[src/logic/asbl_pkg.sv]
package asbl_pkg;
    localparam int ASBL_ADDR_W = 18;
    localparam int ASBL_DATA_W = 16;
    localparam int ASBL_CLK_PERIOD_PS = 25000;
    // Access timings of the slower grade, in ns
    localparam int ASBL_T_RC_NS = 55;
    localparam int ASBL_T_AA_NS = 55;
    localparam int ASBL_T_HZ_NS = 18;
    localparam int ASBL_T_AW_NS = 40;
    localparam int ASBL_T_PWE_NS = 40;
    localparam int ASBL_T_SD_NS = 25;
    localparam int ASBL_T_HZWE_NS = 20;
    localparam int ASBL_T_WC_NS = 55;
    // Least times round up to whole cycles, never below one
    function automatic int asbl_cyc(input int ns);
        int c;
        c = (ns * 1000 + ASBL_CLK_PERIOD_PS - 1) / ASBL_CLK_PERIOD_PS;
        return (c < 1) ? 1 : c;
    endfunction
    // Two extra edges: the data pin is seen through the two-flop synchroniser
    localparam int ASBL_RD_CYC = asbl_cyc(ASBL_T_AA_NS) + 2;
    localparam int ASBL_PW_NS = (ASBL_T_PWE_NS > ASBL_T_SD_NS + ASBL_T_HZWE_NS)
        ? ASBL_T_PWE_NS : ASBL_T_SD_NS + ASBL_T_HZWE_NS;
    localparam int ASBL_WR_CYC = asbl_cyc(ASBL_PW_NS);
    localparam int ASBL_REC_CYC = asbl_cyc(ASBL_T_HZ_NS);
    localparam int ASBL_CNT_W = 4;
    localparam logic [ASBL_CNT_W-1:0] ASBL_RD_CNT = ASBL_CNT_W'(ASBL_RD_CYC);
    localparam logic [ASBL_CNT_W-1:0] ASBL_WR_CNT = ASBL_CNT_W'(ASBL_WR_CYC);
    localparam logic [ASBL_CNT_W-1:0] ASBL_REC_CNT = ASBL_CNT_W'(ASBL_REC_CYC);
    typedef enum logic [1:0] {ASBL_IDLE, ASBL_READ, ASBL_WRITE, ASBL_RECOVER} asbl_state_e;
endpackage

[src/logic/asbl_sync.sv]
`timescale 1ns/1ps
`default_nettype none
module asbl_sync
    import asbl_pkg::*;
(
    input wire logic ref_clk_i,
    input wire logic srst_i,
    input wire logic [ASBL_DATA_W-1:0] d_i,
    output logic [ASBL_DATA_W-1:0] q_o
);
    logic [ASBL_DATA_W-1:0] meta_r;
    logic [ASBL_DATA_W-1:0] meta_nxt;
    logic [ASBL_DATA_W-1:0] q_r;
    logic [ASBL_DATA_W-1:0] q_nxt;

    always_comb begin
        meta_nxt = d_i;
        q_nxt = meta_r;
    end

    always_ff @(posedge ref_clk_i) begin
        if (srst_i) begin
            meta_r <= '0;
            q_r <= '0;
        end else begin
            meta_r <= meta_nxt;
            q_r <= q_nxt;
        end
    end

    assign q_o = q_r;
endmodule
`default_nettype wire

[src/logic/asbl_host.sv]
`timescale 1ns/1ps
`default_nettype none
// Summary of operation
// - Write starts when strobe, selects, lanes active
// - Hold write data around terminating edge
// - Strobe pulse covers setup plus float time
// - Selects always driven at valid levels
module asbl_host
    import asbl_pkg::*;
(
    input wire logic ref_clk_i,
    input wire logic srst_i,
    // User request side
    input wire logic req_valid_i,
    input wire logic req_write_i,
    input wire logic [ASBL_ADDR_W-1:0] req_addr_i,
    input wire logic [ASBL_DATA_W-1:0] req_wdata_i,
    input wire logic [1:0] req_lanes_i,
    output logic req_ready_o,
    output logic rsp_valid_o,
    output logic [ASBL_DATA_W-1:0] rsp_rdata_o,
    // Memory pins
    output logic [ASBL_ADDR_W-1:0] mem_addr_o,
    output logic select_low_active_n_o,
    output logic select_high_active_o,
    output logic write_strobe_n_o,
    output logic output_enable_n_o,
    output logic upper_byte_lane_n_o,
    output logic lower_byte_lane_n_o,
    input wire logic [ASBL_DATA_W-1:0] mem_dq_i,
    output logic [ASBL_DATA_W-1:0] mem_dq_o,
    output logic mem_dq_oe_o
);
    asbl_state_e state_r, state_nxt;
    logic [ASBL_CNT_W-1:0] cnt_r, cnt_nxt;
    logic [ASBL_ADDR_W-1:0] addr_r, addr_nxt;
    logic [ASBL_DATA_W-1:0] wdata_r, wdata_nxt;
    logic [1:0] lanes_r, lanes_nxt;
    logic sel_r, sel_nxt;
    logic we_r, we_nxt;
    logic oe_r, oe_nxt;
    logic drv_r, drv_nxt;
    logic rsp_r, rsp_nxt;
    logic [ASBL_DATA_W-1:0] rdata_r, rdata_nxt;
    logic [ASBL_DATA_W-1:0] dq_sync;
    wire logic [1:0] lane_n;

    // ****************************************
    // Data input synchroniser
    // ****************************************
    asbl_sync u_sync (
        .ref_clk_i(ref_clk_i),
        .srst_i(srst_i),
        .d_i(mem_dq_i),
        .q_o(dq_sync)
    );

    // Keep only the lanes that were read; a floating lane reads zero
    function automatic logic [ASBL_DATA_W-1:0] lane_mask(input logic [1:0] lanes,
                                                         input logic [ASBL_DATA_W-1:0] d);
        lane_mask = {lanes[1] ? d[15:8] : 8'h00, lanes[0] ? d[7:0] : 8'h00};
    endfunction

    // ****************************************
    // Sequencer
    // ****************************************
    // Every access is a fixed count of cycles; no access overlaps the next
    always_comb begin
        state_nxt = state_r;
        cnt_nxt = cnt_r;
        addr_nxt = addr_r;
        wdata_nxt = wdata_r;
        lanes_nxt = lanes_r;
        sel_nxt = sel_r;
        we_nxt = we_r;
        oe_nxt = oe_r;
        drv_nxt = drv_r;
        unique case (state_r)
            ASBL_IDLE: begin
                // A request with no lane would put the part in standby, so it is skipped
                if (req_valid_i && (req_lanes_i != 2'h0)) begin
                    addr_nxt = req_addr_i;
                    wdata_nxt = req_wdata_i;
                    lanes_nxt = req_lanes_i;
                    sel_nxt = 1'b1;
                    if (req_write_i) begin
                        // Strobe, selects and lanes open together; OE stays high
                        we_nxt = 1'b1;
                        drv_nxt = 1'b1;
                        cnt_nxt = ASBL_WR_CNT;
                        state_nxt = ASBL_WRITE;
                    end else begin
                        oe_nxt = 1'b1;
                        cnt_nxt = ASBL_RD_CNT;
                        state_nxt = ASBL_READ;
                    end
                end
            end
            ASBL_READ: begin
                // The count covers the access time plus the two synchroniser edges
                cnt_nxt = cnt_r - 4'h1;
                if (cnt_r == 4'h1) begin
                    sel_nxt = 1'b0;
                    oe_nxt = 1'b0;
                    lanes_nxt = 2'h0;
                    cnt_nxt = ASBL_REC_CNT;
                    state_nxt = ASBL_RECOVER;
                end
            end
            ASBL_WRITE: begin
                cnt_nxt = cnt_r - 4'h1;
                if (cnt_r == 4'h1) begin
                    // Strobe rises first; data, address and lanes held one more cycle
                    we_nxt = 1'b0;
                    cnt_nxt = ASBL_REC_CNT;
                    state_nxt = ASBL_RECOVER;
                end
            end
            ASBL_RECOVER: begin
                // One quiet cycle lets the part float its data before the next access
                sel_nxt = 1'b0;
                drv_nxt = 1'b0;
                lanes_nxt = 2'h0;
                cnt_nxt = cnt_r - 4'h1;
                if (cnt_r == 4'h1) begin
                    state_nxt = ASBL_IDLE;
                end
            end
        endcase
    end

    always_ff @(posedge ref_clk_i) begin
        if (srst_i) begin
            state_r <= ASBL_IDLE;
            cnt_r <= '0;
            addr_r <= '0;
            wdata_r <= '0;
            lanes_r <= 2'h0;
            sel_r <= 1'b0;
            we_r <= 1'b0;
            oe_r <= 1'b0;
            drv_r <= 1'b0;
        end else begin
            state_r <= state_nxt;
            cnt_r <= cnt_nxt;
            addr_r <= addr_nxt;
            wdata_r <= wdata_nxt;
            lanes_r <= lanes_nxt;
            sel_r <= sel_nxt;
            we_r <= we_nxt;
            oe_r <= oe_nxt;
            drv_r <= drv_nxt;
        end
    end

    // ****************************************
    // Response
    // ****************************************
    // The answer is given the cycle after the last count of an access. Read data crosses
    // the synchroniser, which costs two cycles but keeps a settling bus out of the logic
    always_comb begin
        rsp_nxt = 1'b0;
        rdata_nxt = rdata_r;
        if (cnt_r == 4'h1) begin
            unique case (state_r)
                ASBL_READ: begin
                    // Unread lanes float, so they are masked to zero
                    rdata_nxt = lane_mask(lanes_r, dq_sync);
                    rsp_nxt = 1'b1;
                end
                ASBL_WRITE: begin
                    rsp_nxt = 1'b1;
                end
                ASBL_IDLE, ASBL_RECOVER: begin
                    rsp_nxt = 1'b0;
                end
            endcase
        end
    end

    always_ff @(posedge ref_clk_i) begin
        if (srst_i) begin
            rsp_r <= 1'b0;
            rdata_r <= '0;
        end else begin
            rsp_r <= rsp_nxt;
            rdata_r <= rdata_nxt;
        end
    end

    // ****************************************
    // Pin drive
    // ****************************************
    // Both selects are always driven to full levels, never released
    assign select_low_active_n_o = ~sel_r;
    assign select_high_active_o = sel_r;
    assign write_strobe_n_o = ~we_r;
    assign output_enable_n_o = ~oe_r;
    // Each lane pin follows its request bit; a lane outside the access stays high
    for (genvar g = 0; g < 2; g++) begin : g_lane
        assign lane_n[g] = ~lanes_r[g];
    end
    assign upper_byte_lane_n_o = lane_n[1];
    assign lower_byte_lane_n_o = lane_n[0];
    // Address and write data come straight from flops, so they never glitch
    assign mem_addr_o = addr_r;
    assign mem_dq_o = wdata_r;
    assign mem_dq_oe_o = drv_r;
    assign req_ready_o = (state_r == ASBL_IDLE);
    assign rsp_valid_o = rsp_r;
    assign rsp_rdata_o = rdata_r;
endmodule
`default_nettype wire

[config.mk]
export PLATFORM = sky130hd
export DESIGN_NAME = asbl_host
export DESIGN_NICKNAME = d
export VERILOG_FILES = /design/src/logic/asbl_pkg.sv /design/src/logic/asbl_sync.sv /design/src/logic/asbl_host.sv
export SDC_FILE = /design/constraint.sdc
export NUM_CORES = 1
export LEC_CHECK = 0
export BUFFER_PORTS_ARGS = -buffer_cell sky130_fd_sc_hd__buf_2
export CAP_MARGIN = 20
export CORE_MARGIN = 4
export CORE_UTILIZATION = 49
export DETAILED_ROUTE_END_ITERATION = 12
export GPL_TIMING_DRIVEN = 1
export HOLD_SLACK_MARGIN = 0.03
export PLACE_DENSITY = 0.78
export SETUP_SLACK_MARGIN = 0.05
export SYNTH_ARGS = -nofsm -noshare
export SYNTH_HDL_FRONTEND = slang
export SYNTH_SLANG_ARGS = --single-unit
[constraint.sdc]
create_clock -name ref_clk_i -period 1.88 [get_ports ref_clk_i]
set_input_delay 0.282 -clock ref_clk_i [delete_from_list [all_inputs] [get_ports ref_clk_i]]
set_output_delay 0.282 -clock ref_clk_i [all_outputs]
set_load 0.03 [all_outputs]
# Yosys cells after proc, flatten, opt, wreduce, memory -nomap -nowiden
# Cells that the tools add are included.
# W data, S select, Z words.
[totals]
register_bits = 95
inputBits = 56
output_inout_bits = 59
wordCells = 72
[classes]
add_sub_neg = 1
n_eq_ne = 11
n_mux = 24
bitwise_logic = 6
reduce_logical = 17
[ops]
columns = ["operator", "count"]
rows = [
  ["$mux W8", 2],
  ["$pmux W2 S3", 2],
  ["$pmux W4 S3", 1],
  ["$mux W2", 5],
  ["$ne A2 B2 Y1 const B", 5],
  ["$reduce_and A3 Y1", 3],
  ["$mux W4", 2],
  ["$pmux W1 S2", 4],
  ["$reduce_and A4 Y1", 2],
  ["$reduce_bool A2 Y1", 4],
  ["$mux W1", 6],
  ["$not A1 Y1", 6],
  ["$reduce_or A2 Y1", 3],
  ["$eq A2 B2 Y1 const B", 2],
  ["$eq A4 B1 Y1 const B", 1],
  ["$ne A2 B1 Y1 const B", 2],
  ["$reduce_and A2 Y1", 2],
  ["$sub A4 B1 Y4 const B", 1],
  ["$mux W3", 1],
  ["$pmux W1 S3", 1],
  ["$reduce_bool A3 Y1", 1],
  ["$eq A2 B1 Y1 const B", 1],
  ["$logic_not A2 Y1", 1],
  ["$logic_and A1 B1 Y1", 1],
]

# Longest topological paths before layout
[logic_depth]
word_depth = 4
mapped_depth = 8
mapped_depth_nobuf = 5

# Modules after synthesis
# A second synthesis with hierarchy kept.
[unflattened]
cells_unflattened = 372
area_unflattened_um2 = 3393.3
[by_module_without_submodules]
columns = ["module", "instances", "cells_per_inst", "area_per_inst_um2", "seq_area_each_um2"]
rows = [
  ["asbl_host", 1, 305, 2529.9, 1261.2],
  ["asbl_sync", 1, 67, 863.3, 640.6],
]

# Worst setup path after synthesis
# No wires, ideal clock.
[synth_path]
kind = "register -> register"
from = "register state_r[0]"
to = "register addr_r[0], in the netlist mem_addr_o[0]"
setup_time_ns = 0.070
t_arrival_ns = 1.726
required_ns = 1.810
setup_slack_ns = 0.084
path_stages_with_launch = 9
path_buffers = 3
synth_period_minus_slack_ns = 1.796
cell_sequence = "dfxtp_1 > inv_1 > ha_1 > buf_2 > o211a_1 > buf_2 > buf_1 > nand2_1 > a21oi_1"
[synth_via]
elab_chain_len = 2
[synth_rtl]
columns = ["item", "line_no", "rtl"]
rows = [
  ["start, declared", "asbl_host.sv:34", "asbl_state_e state_r, state_nxt;"],
  ["start signal, assigned", "asbl_host.sv:144", "state_r <= state_nxt;"],
  ["$logic_not A2 Y1", "--", ""],
  ["via req_ready_o", "asbl_host.sv:19", "output logic req_ready_o,"],
  ["$reduce_and A2 Y1 (no line)", "--", ""],
  ["end signal, assigned", "asbl_host.sv:146", "addr_r <= addr_nxt;"],
  ["end, declared", "asbl_host.sv:36", "logic [ASBL_ADDR_W-1:0] addr_r, addr_nxt;"],
]
# The timed path passes the listed nets, and every way through them passes these cells.
# A chain may end at the register's enable or synchronous reset.

# Worst setup path in the final report
[layout_path]
from = "register state_r[0]"
to = "register state_r[0]"
[layout_via]
elab_chain_len = 4
word_cells_on_any_way = 10
cone_classes = "eq/ne: 6; mux: 1; reduce/logical: 3"
[layout_rtl]
columns = ["item", "line_no", "rtl"]
rows = [
  ["$eq A2 B2 Y1 / $eq A2 B1 Y1 (equally long branches)", "asbl_host.sv:78", "unique case (state_r)"],
  ["$reduce_or A2 Y1 (no line)", "--", ""],
  ["$ne A2 B1 Y1 (no line)", "--", ""],
  ["$reduce_and A3 Y1 (no line)", "--", ""],
]
# Several ways; a longest one is shown, not always the timed one.

==> flow_metrics.py <==
metrics = {
    "die": {
        "die_w_um": 91.05,
        "io_pins": 115,
        "die_height_um": 91.05,
        "dieArea_um2": 8289,
        "initial_core_util": 0.5002,
        "core-area_um2": 6756,
        "row_count": 30,
    },
    "global_routing": {
        "grt_first_pass_wirelength_mm": 11.32,
        "grt_max_degree": 53,
        "antenna_found_initial": 0,
        "grt_pass1_vias": 2489,
        "gr-usage-met1": 0.1983,
        "grt_use_met3": 0.04557,
        "grt.total_usage": 0.1663,
        "overflow": 0,
        "grt_use_met2": 0.2826,
        "grt-busiest-layer": "met2",
    },
    "final_layout": {
        "final_common_cell": "buf_2",
        "area_growth_pct": 25.81,
        "nNetsFinal": 543,
        "mostFrequentLayoutCells": "buf_2, dfxtp_1, nand2_1",
        "instances_no_fill": 566,
        "diodes": 0,
        "drive_above_1_share": 0.2942,
    },
    "place": {
        "dp_cells": 550,
        "pre_cts_ws_ns": 0.1356,
        "port-buffer-count": 114,
        "place_hpwl_mm": 5.035,
        "globalplace.congestion": 0.8716,
    },
    "worst_setup_path": {
        "endpoint_kind": "register",
        "worstPathRequired_ns": 2.14,
        "reg2reg_slack_ns": 0.17,
        "path_buf_inv": 1,
        "worst_setup_path_start_kind": "register",
        "path_max_fanout": 6,
        "crit_chain": "inv_1, ha_4, or2_2, a22o_1, a221oi_2",
        "cp_data_arrival_time_ns": 1.98,
        "max_stage_delay_ns": 0.36,
        "critPathTopFamily": "compound AO/OA/AOI/OAI gates",
        "path_class": "reg2reg",
        "critPathSlowestCell": "dfxtp_1",
    },
    "hold_path": {
        "min_path_type": "in2reg",
    },
    "logic_synthesis": {
        "synth-seq-area-share": 0.5628,
        "syn_area_per_cell_um2": 9.036,
        "syn-num-nets": 436,
        "synth_top_area_cell": "dfxtp_1",
        "yosysWarnings": 0,
        "syn_area_um2": 3379,
        "ys_types": 41,
        "synth_top_area_share": 0.5628,
        "netlist_top_cells_area": "dfxtp_1, nand2_1, a21oi_1",
        "synthCells": 374,
        "yosys_register_bits": 95,
    },
    "pwr": {
        "vdd_drop_max_mv": 0.6338,
        "p_int_mw": 3.656,
        "power_frac_seq": 0.423,
        "switching_share": 0.3488,
        "p_clk_frac": 0.258,
        "p_sw_mw": 1.959,
        "comb_power_share": 0.319,
        "p_leak_nw": 1.841,
        "p_per_area_nw_per_um2": 1321,
    },
    "clock_network": {
        "cts_buffers": 9,
        "cts_root_buffer": "clkbuf_8",
        "cts.sink_count": 95,
        "cts.path.max_buffers": 2,
        "htreeDepth": 3,
        "insertion_delay_ns": 0.36,
        "cts_tree": "built",
        "path_clk_slew_ns": 0.09,
        "cts_setup_buffers": 0,
        "ctsHoldBuffers": 0,
    },
    "routing": {
        "drtIter0Drc": 164,
        "num_vias": 2836,
        "drc": 0,
        "firstDrtPassIters": 4,
        "drt-total-wl_mm": 7.259,
        "wl_per_cell_um": 12.83,
        "antenna_left": 0,
        "avgViaCountPerCell": 5.011,
    },
    "outcome": {
        "status": "complete, no violations",
    },
    "timing": {
        "clock.fmax_mhz": 583.3,
        "drv_slew": 0,
        "min_period_ns": 1.714,
        "skew_ns": 0.01065,
        "setup_ws_ns": 0.1657,
        "slew-limit-headroom": 0.6004,
        "hold_violations": 0,
        "fin_setup_tns_ns": 0,
        "rsz0062_at_grt": "false",
        "setup_viol": 0,
        "worst_slew_pin_slew_ns": 0.5993,
        "post-route-period-util": 0.9119,
        "whs_ns": 0.1350,
    },
    "run": {
        "cap_violations": 0,
    },
}
-- stage by stage --
step | instance area [um2] | utilization | total power, mW
5_1_grt | 4252 | 0.6293 | 5.910
3_3_place_gp | 4013 | 0.5939 | 4.077
2_1_floorplan | 3379 | - | 3.664
4_1_cts | 4227 | 0.6256 | 5.547
6_report | 4252 | 0.6293 | 5.615
3_5_place_dp | 4013 | 0.5939 | 4.116
-- power groups by stage --
stage               combinational [mW]  clock (mW)  sequential [mW]
floorplan                         1.08           0             2.59
global placement                  1.66           0             2.42
detailed placement                1.69           0             2.43
CTS                               1.70        1.47             2.38
global route                      1.95        1.55             2.41
finish                            1.79        1.45             2.38
-- area by class of cell --
cell class | instances | area (um2)
multi-input cells | 242 | 1339
clock buffers | 12 | 135.1
well taps | 80 | 100.1
repair buffers | 122 | 655.6
clock inverters | 4 | 78.83
inverters | 11 | 41.29
fillers | 592 | 2505
flip-flops and latches | 95 | 1902
-- state kept, by name, indices dropped and copies added (netlist names) --
register	count
cnt_r	4
lanes_r	2
mem_addr_o	18
mem_dq_o	16
mem_dq_oe_o	1
oe_r	1
rsp_rdata_o	16
rsp_valid_o	1
select_high_active_o	1
state_r	2
u_sync.meta_r	16
u_sync.q_o	16
we_r	1
-- cells in the mapped netlist, drive strengths merged --
master   instances
nand2           89
o32ai            2
buf             13
nand3b           2
o21ai            3
nor3b            1
nand4            2
a21oi           51
o31ai            2
nor2             1
or3              1
nor2b           33
o311ai           1
nor4b            1
dfxtp           95
a211o            2
clkbuf          13
nand4bb          1
o211a            1
a32oi            1
a22o             1
nand3           20
a221oi           4
a211oi           3
a31oi            3
a2bb2oi          1
o211ai           2
and4bb           1
o21ba            1
or2              1
ha               6
inv             11
or3b             1
o21a             1
and3             1
nor4             1
or4b             1
-- per-layer routing --
metal,vias to the layer above,wire length (um)
li1,1463,-
met1,1281,3309
met2,79,3394
met3,13,432
met4,0,122
met5,-,0
-- cell families after synthesis --
logic type / share of synthesized area
fa+ha+maj: 0.02221
buf+inv: 0.04850
compound gates: 0.1422
flops: 0.5628
simple gates: 0.2244
-- worst reg2reg max path, cell delays in order (launching register included) --
cell	delay, ns
dfxtp_1	0.36
inv_1	0.11
ha_4	0.28
or2_2	0.33
a22o_1	0.28
a221oi_2	0.27
-- what timing repair did --
| item | 4_1_cts | 5_1_grt |
|---|---|---|
| endpoints found under the hold margin | 0 | 0 |
| resized for setup | 0 | 3 |
| setup endpoints to repair | 0 | 2 |
-- final timing paths --
| check | from | end | cells after the start |
|---|---|---|---|
| worst min register to register | u_sync.meta_r[0]$_SDFF_PP0_ | u_sync.q_o[0]$_SDFF_PP0_ | 1 |
| worst max-delay path | state_r[0]$_SDFFE_PP0P_ | state_r[0]$_SDFFE_PP0P_ | 5 |
| worst max register to register | state_r[0]$_SDFFE_PP0P_ | state_r[0]$_SDFFE_PP0P_ | 5 |
| worst min-delay path | mem_dq_i[11] | u_sync.meta_r[11]$_SDFF_PP0_ | 2 |
No activity file was read; power rests on OpenSTA's default activity.
